`config.mk`:
```
export PLATFORM = sky130hd
export DESIGN_NAME = irt_core
export DESIGN_NICKNAME = d
export VERILOG_FILES = /design/src/core/irt_pkg.sv /design/src/core/irt_fifo.sv /design/src/core/irt_core.sv
export SDC_FILE = /design/constraint.sdc
export NUM_CORES = 1
export LEC_CHECK = 0
export ABC_AREA = 0
export ABC_CLOCK_PERIOD_IN_PS = 2800
export BUFFER_PORTS_ARGS = -buffer_cell sky130_fd_sc_hd__buf_2
export CORE_MARGIN = 3
export CORE_UTILIZATION = 57
export DETAILED_ROUTE_END_ITERATION = 6
export GPL_ROUTABILITY_DRIVEN = 1
export PLACE_DENSITY = 0.75
export SETUP_SLACK_MARGIN = 0.1
export SYNTH_ARGS = -nofsm -noshare
export SYNTH_HDL_FRONTEND = slang
export SYNTH_SLANG_ARGS = --single-unit
export TNS_END_PERCENT = 50
```
`constraint.sdc`:
```
create_clock -name mclk -period 2.8 [get_ports mclk]
set_input_delay 0.28 -clock mclk [delete_from_list [all_inputs] [get_ports mclk]]
set_output_delay 0.28 -clock mclk [all_outputs]
set_load 0.1 [all_outputs]
```
`src/core/irt_pkg.sv`:
```
// Shared constants and types for the inverting registered transceiver
package irt_pkg;

   // ----------------------------------------------------------------
   // Widths, depths and reset values
   // ----------------------------------------------------------------
   localparam int IRT_WIDTH = 8;
   localparam int IRT_FIFO_DEPTH = 4;
   localparam logic [IRT_WIDTH-1:0] IRT_WORD_RST = 8'h00;
   localparam logic IRT_BIT_RST = 1'b0;

   // Upper limit on element clock toggling, kept by the driving logic
   localparam int IRT_FMAX_MHZ = 175;

   // ----------------------------------------------------------------
   // Logic element selection, one-hot
   // ----------------------------------------------------------------
   typedef enum logic [2:0] {
      IRT_ELEM_BUF = 3'h1,
      IRT_ELEM_FF = 3'h2,
      IRT_ELEM_LAT = 3'h4
   } irt_elem_e;

   // ----------------------------------------------------------------
   // Pin inputs as sampled through the synchroniser
   // ----------------------------------------------------------------
   typedef struct packed {
      logic [1:0] a_to_b_mode;
      logic [1:0] b_to_a_mode;
      logic a_to_b_clk;
      logic b_to_a_clk;
      logic feedback;
      logic edge_rate;
      logic card_oe;
      logic bp_oe;
      logic bp_oe_n;
      logic [IRT_WIDTH-1:0] card_in;
      logic [IRT_WIDTH-1:0] bp_in;
   } irt_pins_s;

   localparam irt_pins_s IRT_PINS_RST = '0;

endpackage : irt_pkg

```
`src/core/irt_fifo.sv`:
```
// Small synchronous FIFO with valid/ready on both sides
`timescale 1ns/100ps
module irt_fifo
   import irt_pkg::*;
#(
   parameter int WIDTH = IRT_WIDTH,
   parameter int DEPTH = IRT_FIFO_DEPTH
) (
   input wire logic mclk,
   input wire logic rstn,
   input wire logic [WIDTH-1:0] in_data,
   input wire logic in_valid,
   output logic in_ready,
   output logic [WIDTH-1:0] out_data,
   output logic out_valid,
   input wire logic out_ready
);

   localparam int AW = (DEPTH > 1) ? $clog2(DEPTH) : 1;
   localparam logic [AW:0] DEPTH_C = (AW + 1)'(DEPTH);
   localparam logic [AW-1:0] LAST_C = AW'(DEPTH - 1);

   typedef struct packed {
      logic [AW-1:0] wr;
      logic [AW-1:0] rd;
      logic [AW:0] count;
   } irt_fifo_s;

   irt_fifo_s st_q;
   irt_fifo_s st_d;
   logic [WIDTH-1:0] mem_q [DEPTH];
   logic push;
   logic pop;

   assign in_ready = (st_q.count != DEPTH_C);
   assign out_valid = (st_q.count != '0);
   assign out_data = mem_q[st_q.rd];
   assign push = in_valid & in_ready;
   assign pop = out_valid & out_ready;

   always_comb begin
      st_d = st_q;
      if (push) begin
         st_d.wr = (st_q.wr == LAST_C) ? '0 : st_q.wr + 1'b1;
      end
      if (pop) begin
         st_d.rd = (st_q.rd == LAST_C) ? '0 : st_q.rd + 1'b1;
      end
      if (push && !pop) begin
         st_d.count = st_q.count + 1'b1;
      end else if (pop && !push) begin
         st_d.count = st_q.count - 1'b1;
      end
   end

   always_ff @(posedge mclk or negedge rstn) begin
      if (!rstn) begin
         st_q <= '0;
      end else begin
         st_q <= st_d;
      end
   end

   // Storage has no reset; nothing reads a slot before it is written
   always_ff @(posedge mclk) begin
      if (push) begin
         mem_q[st_q.wr] <= in_data;
      end
   end

endmodule : irt_fifo

```
`src/core/irt_core.sv`:
```
// Eight-lane inverting registered transceiver with feedback path
// Function
// - The B-to-A element takes backplane data when feedback is low, A-to-B result when high.
// - The looped-back value is the A-to-B element result itself, whatever its mode.
// - Flip-flop mode holds while idle and stores inverted input on a rising clock.
// - Edge-rate select high asks slow backplane edges, low asks fast, backplane only.
// - Latch mode passes inverted data while its enable is high and holds while low.
// - Data is inverted going card to backplane and backplane to card.
// - The card output drives only while its enable is high; elements run regardless.
// - The backplane drives only with true enable high and complement enable low.
`timescale 1ns/100ps
module irt_core
   import irt_pkg::*;
#(
   parameter int WIDTH = IRT_WIDTH,
   parameter int FIFO_DEPTH = IRT_FIFO_DEPTH
) (
   input wire logic mclk,
   input wire logic rstn,
   input wire logic [IRT_WIDTH-1:0] card_input_lane,
   output logic [IRT_WIDTH-1:0] card_output_lane,
   output logic card_output_lane_oe,
   input wire logic [IRT_WIDTH-1:0] backplane_in,
   output logic [IRT_WIDTH-1:0] backplane_out,
   output logic [IRT_WIDTH-1:0] backplane_oe,
   input wire logic a_to_b_mode_hi,
   input wire logic a_to_b_mode_lo,
   input wire logic b_to_a_mode_hi,
   input wire logic b_to_a_mode_lo,
   input wire logic a_to_b_clock_enable,
   input wire logic b_to_a_clock_enable,
   input wire logic feedback_select,
   input wire logic edge_rate_select,
   input wire logic card_out_enable,
   input wire logic backplane_out_enable,
   input wire logic backplane_out_enable_n,
   output logic backplane_slow_edge,
   output logic a_to_b_ready
);

   // ----------------------------------------------------------------
   // State
   // ----------------------------------------------------------------
   typedef struct packed {
      irt_pins_s s1;
      irt_pins_s s2;
      logic ab_clk_prev;
      logic ba_clk_prev;
      logic [IRT_WIDTH-1:0] ab_elem;
      logic [IRT_WIDTH-1:0] ba_elem;
      logic [IRT_WIDTH-1:0] last_push;
      logic [IRT_WIDTH-1:0] bp_word;
      logic bp_active;
      logic card_active;
      logic slow;
      logic [2:0] warm;
   } irt_core_s;

   irt_core_s st_q;
   irt_core_s st_d;
   irt_pins_s pins;
   logic fifo_in_valid;
   logic fifo_in_ready;
   logic [IRT_WIDTH-1:0] fifo_out_data;
   logic fifo_out_valid;
   logic [IRT_WIDTH-1:0] ba_source;
   irt_elem_e ab_sel;
   irt_elem_e ba_sel;

   // ----------------------------------------------------------------
   // Helpers
   // ----------------------------------------------------------------
   function automatic irt_elem_e decode_mode(input logic [1:0] mode);
      irt_elem_e sel;
      sel = IRT_ELEM_BUF;
      if (mode[1]) begin
         sel = IRT_ELEM_LAT;
      end else if (mode[0]) begin
         sel = IRT_ELEM_FF;
      end
      return sel;
   endfunction : decode_mode

   // One shared element for all lanes; controls apply to the whole word
   function automatic logic [IRT_WIDTH-1:0] element(
      input irt_elem_e sel,
      input logic clk_now,
      input logic clk_prev,
      input logic [IRT_WIDTH-1:0] din,
      input logic [IRT_WIDTH-1:0] held
   );
      logic [IRT_WIDTH-1:0] res;
      res = held;
      case (sel)
         IRT_ELEM_BUF: begin
            res = ~din;
         end
         IRT_ELEM_FF: begin
            if (clk_now && !clk_prev) begin
               res = ~din;
            end
         end
         IRT_ELEM_LAT: begin
            if (clk_now) begin
               res = ~din;
            end
         end
         default: begin
            res = held;
         end
      endcase
      return res;
   endfunction : element

   // ----------------------------------------------------------------
   // Pin sampling
   // ----------------------------------------------------------------
   always_comb begin
      pins = IRT_PINS_RST;
      pins.a_to_b_mode = {a_to_b_mode_hi, a_to_b_mode_lo};
      pins.b_to_a_mode = {b_to_a_mode_hi, b_to_a_mode_lo};
      pins.a_to_b_clk = a_to_b_clock_enable;
      pins.b_to_a_clk = b_to_a_clock_enable;
      pins.feedback = feedback_select;
      pins.edge_rate = edge_rate_select;
      pins.card_oe = card_out_enable;
      pins.bp_oe = backplane_out_enable;
      pins.bp_oe_n = backplane_out_enable_n;
      pins.card_in = card_input_lane;
      pins.bp_in = backplane_in;
   end

   // ----------------------------------------------------------------
   // Element selection
   // ----------------------------------------------------------------
   // Decoded from the synchronised mode pins so a mode change lands
   // together with the data it applies to
   assign ab_sel = decode_mode(st_q.s2.a_to_b_mode);
   assign ba_sel = decode_mode(st_q.s2.b_to_a_mode);

   // Tap is the element result, ahead of any FIFO or driver stage
   assign ba_source = st_q.s2.feedback ? st_q.ab_elem : st_q.s2.bp_in;

   // New A-to-B results queue for the backplane; a change seen while
   // full coalesces into the latest value rather than being lost
   assign fifo_in_valid = (st_q.ab_elem != st_q.last_push);
   assign a_to_b_ready = fifo_in_ready;

   // ----------------------------------------------------------------
   // Next state
   // ----------------------------------------------------------------
   always_comb begin
      st_d = st_q;
      st_d.s1 = pins;
      st_d.s2 = st_q.s1;
      st_d.ab_clk_prev = st_q.s2.a_to_b_clk;
      st_d.ba_clk_prev = st_q.s2.b_to_a_clk;
      st_d.warm = {st_q.warm[1:0], 1'b1};
      // Elements update whatever the output enables say, but wait until the
      // synchroniser and clock history hold pin values: a clock pin high
      // through reset would otherwise read as a rising edge
      if (st_q.warm[2]) begin
         st_d.ab_elem = element(ab_sel, st_q.s2.a_to_b_clk, st_q.ab_clk_prev,
                                st_q.s2.card_in, st_q.ab_elem);
         st_d.ba_elem = element(ba_sel, st_q.s2.b_to_a_clk, st_q.ba_clk_prev,
                                ba_source, st_q.ba_elem);
      end
      if (fifo_in_valid && fifo_in_ready) begin
         st_d.last_push = st_q.ab_elem;
      end
      if (fifo_out_valid && st_q.bp_active) begin
         st_d.bp_word = fifo_out_data;
      end
      st_d.bp_active = st_q.s2.bp_oe & ~st_q.s2.bp_oe_n;
      st_d.card_active = st_q.s2.card_oe;
      st_d.slow = st_q.s2.edge_rate;
   end

   always_ff @(posedge mclk or negedge rstn) begin
      if (!rstn) begin
         st_q <= '0;
      end else begin
         st_q <= st_d;
      end
   end

   // ----------------------------------------------------------------
   // Backplane queue
   // ----------------------------------------------------------------
   // Inactive backplane stalls the drain, so the queue really fills
   irt_fifo #(
      .WIDTH(IRT_WIDTH),
      .DEPTH(FIFO_DEPTH)
   ) u_ab_fifo (
      .mclk(mclk),
      .rstn(rstn),
      .in_data(st_q.ab_elem),
      .in_valid(fifo_in_valid),
      .in_ready(fifo_in_ready),
      .out_data(fifo_out_data),
      .out_valid(fifo_out_valid),
      .out_ready(st_q.bp_active)
   );

   // ----------------------------------------------------------------
   // Backplane outputs
   // ----------------------------------------------------------------
   // Open-drain backplane: only ever pulls low, high comes from termination
   assign backplane_out = IRT_WORD_RST;
   assign backplane_oe = {IRT_WIDTH{st_q.bp_active}} & ~st_q.bp_word;
   // Edge rate only shapes the backplane drivers, never the card lane
   assign backplane_slow_edge = st_q.slow;

   // ----------------------------------------------------------------
   // Card outputs
   // ----------------------------------------------------------------
   // Lane value keeps following the element while the enable is low
   assign card_output_lane = st_q.ba_elem;
   assign card_output_lane_oe = st_q.card_active;

endmodule : irt_core

```
==> run metrics <==
# DRC=0; Root Buffer=clkbuf_8; largest area contributor in the netlist=dfrtp_1; TritonCTS buffer count=17; 1st-iter DRT viols=120; Final nets=390; Pins Over Slew Limit=0; PwrDens=1080 nW/um^2; post-DR wirelength/cell=15.1 microns; type of origin of the critical path=register; fmax=around 440 MHz; # Max-Cap Violations=0; Cell Area, Synth=about 4700 sq um; Worst-path clk slew=0.06 ns; #FFs+latches synth=133; LEAKAGE=0.00263 uW; CORE AREA=between 7000 and 8000 sq um; worst-margin pin slew=slightly above 0.8 ns; Rel. slew slack=0.445; first-pass GRT wire length=12200 microns; Top delay family on crit path=adder cells; WP buf/inv=1; Max stage delay on crit path=0.47 ns; Gate power share=0.234; WP data arrival=approximately 2.7 ns; sequential share of power=0.436; vias per cell=~4.9; starting density of the core=0.602; largest net degree at the start of global routing=56; synth-to-layout area growth=23.9%; initial antenna violation count=0; fin crit period=2.26 ns; Total GRT Usage=0.170; Synth warnings=0; Die ar.=9460 sq um; commonest non-fill, non-tap cell in the layout=dfrtp_1; DRT Pass-1 Iters=4; # diodes=0; Critical Path Fanout Max=8; IO Port Bufs=47; post-CTS sizing=0; H-tree depth=4; switching share of power=0.303; clock sink total=133; worst endpoint required time=3.18 ns; Seq/Total Area, Yosys=0.735; Worst path slowest cell=dfrtp_1; Setup CP Type=register to register; Final Skew=0.00612 ns; Unique masters post-synth=27; RSZ-0062 raised after global routing=no; Hold Path Class=input port to async pin; setup violators final=0; Layout fillers=447; global route total overflow=0; Fin Setup TNS=0 ns; Detail Placement HPWL=4270 microns; Total Power=approximately 6400 uW; ANT nets after route=0; Crit. End Element=register; Avg Inst Size Synth=~18 sq um; share of layout cells above drive strength 1=0.337; cell count after synthesis=270; IO Pins=56; die width=97.3 microns; fin crit share=0.809; CTS tree=done; hold buffer count at cts=28; Synth area leaders=dfrtp_1 (53%), edfxtp_1 (20%), mux2_2 (5.5%); Post-CTS Setup Bufs=0; worst-path cell chain=xor2_1, nor4_1, a21boi_2, ha_1, inv_1, fa_1, mux2_2; top cell type's share of synthesized area=0.532; Clock Path Buffers=2; Final Hold Fails=0; drt total wl=7060 microns; Worst-Skew Late Latency=0.50 ns; outcome=finished, final reports clean; Std-Cell Rows=32; Die H=97.3 microns; Int Power=~4400 uW; Clk pwr share=0.330; Peak supply drop=0.000629 V; most frequent cells in the layout=dfrtp_1 (101), buf_2 (46), edfxtp_1 (32); vias in the first global route=2487; NetSw=~1900 uW; gpl congestion=0.749; via count=around 2300
## flip-flops by register name, indices dropped and copies added (netlist names)
name and cells:
backplane_slow_edge 1, u_ab_fifo.st_q 7, card_output_lane 8, st_d 33, u_ab_fifo.mem_q 32, card_output_lane_oe 1, st_q 51
## area by class of cell
type,instances,area (sq um),area share
inverters,11,41.3,0.00702
flip-flops and latches,133,3490,0.593
clock buffers,22,474,0.0806
multi-input cells,110,1090,0.185
clock inverters,8,97.6,0.0166
well taps,102,128,0.0217
repair buffers,81,563,0.0957
## worst paths after layout
kind	start	end	slack [ns]	cells after the start
min in group mclk	st_d[40]	st_q[40]	0.35	0
max in group asynchronous	rstn	st_q[33]	1.77	3
min reg2reg	st_d[40]	st_q[40]	0.35	0
min	rstn	st_d[4]	0.34	2
max reg2reg	st_q[32]	u_ab_fifo.st_q[1]	0.54	7
max	st_q[32]	u_ab_fifo.st_q[1]	0.54	7
## metrics by stage
stage / utilization / hold slack (ns) / cell area (sq um) / std cells / setup WS [ns]
CTS: 0.746 / 0.345 / 5880 / 467 / 0.505
finish: 0.746 / 0.339 / 5880 / 467 / 0.535
global route: 0.746 / 0.349 / 5880 / 467 / 0.393
global placement: 0.638 / 0.332 / 5030 / 409 / 0.626
detailed placement: 0.638 / 0.335 / 5030 / 409 / 0.522
floorplan: - / -0.0156 / 4780 / 277 / 0.302
## kinds of logic (layout without fill, tap and decap cells)
logic type      after synthesis  after routing  share of synthesized area
buf+inv                      34            122                     0.0416
other cells                   2              9                    0.00158
xor+xnor                     11             11                     0.0203
flops                       133            133                      0.735
compound gates                5              5                    0.00764
simple gates                 26             26                     0.0319
mux                          52             52                      0.142
fa+ha+maj                     7              7                     0.0200
## power groups by stage
stage / sequential, uW / clock (uW) / combinational, uW
after floorplan: 2680 / 0 / 1320
after global placement: 2780 / 0 / 1430
after detailed placement: 2810 / 0 / 1470
after CTS: 2780 / 2130 / 1510
after global routing: 2840 / 2230 / 1620
final: 2770 / 2100 / 1490
## layer usage
metal	wire [microns]	up-vias	share of wire	global-route usage
met4	94	0	0.013	0.0831
met1	3090	1146	0.44	0.213
li1	-	1070	-	-
met2	3580	55	0.51	0.269
met5	0	-	0	0
met3	288	10	0.041	0.0553
## cell usage after synthesis
| master | count |
|---|---|
| xnor2_1 | 1 |
| mux2i_1 | 16 |
| a21o_1 | 1 |
| buf_6 | 1 |
| and2_2 | 4 |
| dfrtp_1 | 101 |
| buf_2 | 2 |
| buf_4 | 16 |
| inv_1 | 11 |
| a21oi_1 | 2 |
| a21boi_2 | 1 |
| nor4_1 | 2 |
| xor2_1 | 10 |
| ha_1 | 6 |
| o31ai_1 | 1 |
| edfxtp_1 | 32 |
| nor2_1 | 5 |
| nor2b_1 | 11 |
| nand2b_1 | 2 |
| conb_1 | 2 |
| clkbuf_1 | 4 |
| mux4_2 | 8 |
| nor3_1 | 1 |
| mux2_2 | 23 |
| mux2_4 | 5 |
| fa_1 | 1 |
| nand2_1 | 1 |
No activity file was read; power rests on OpenSTA's default activity.
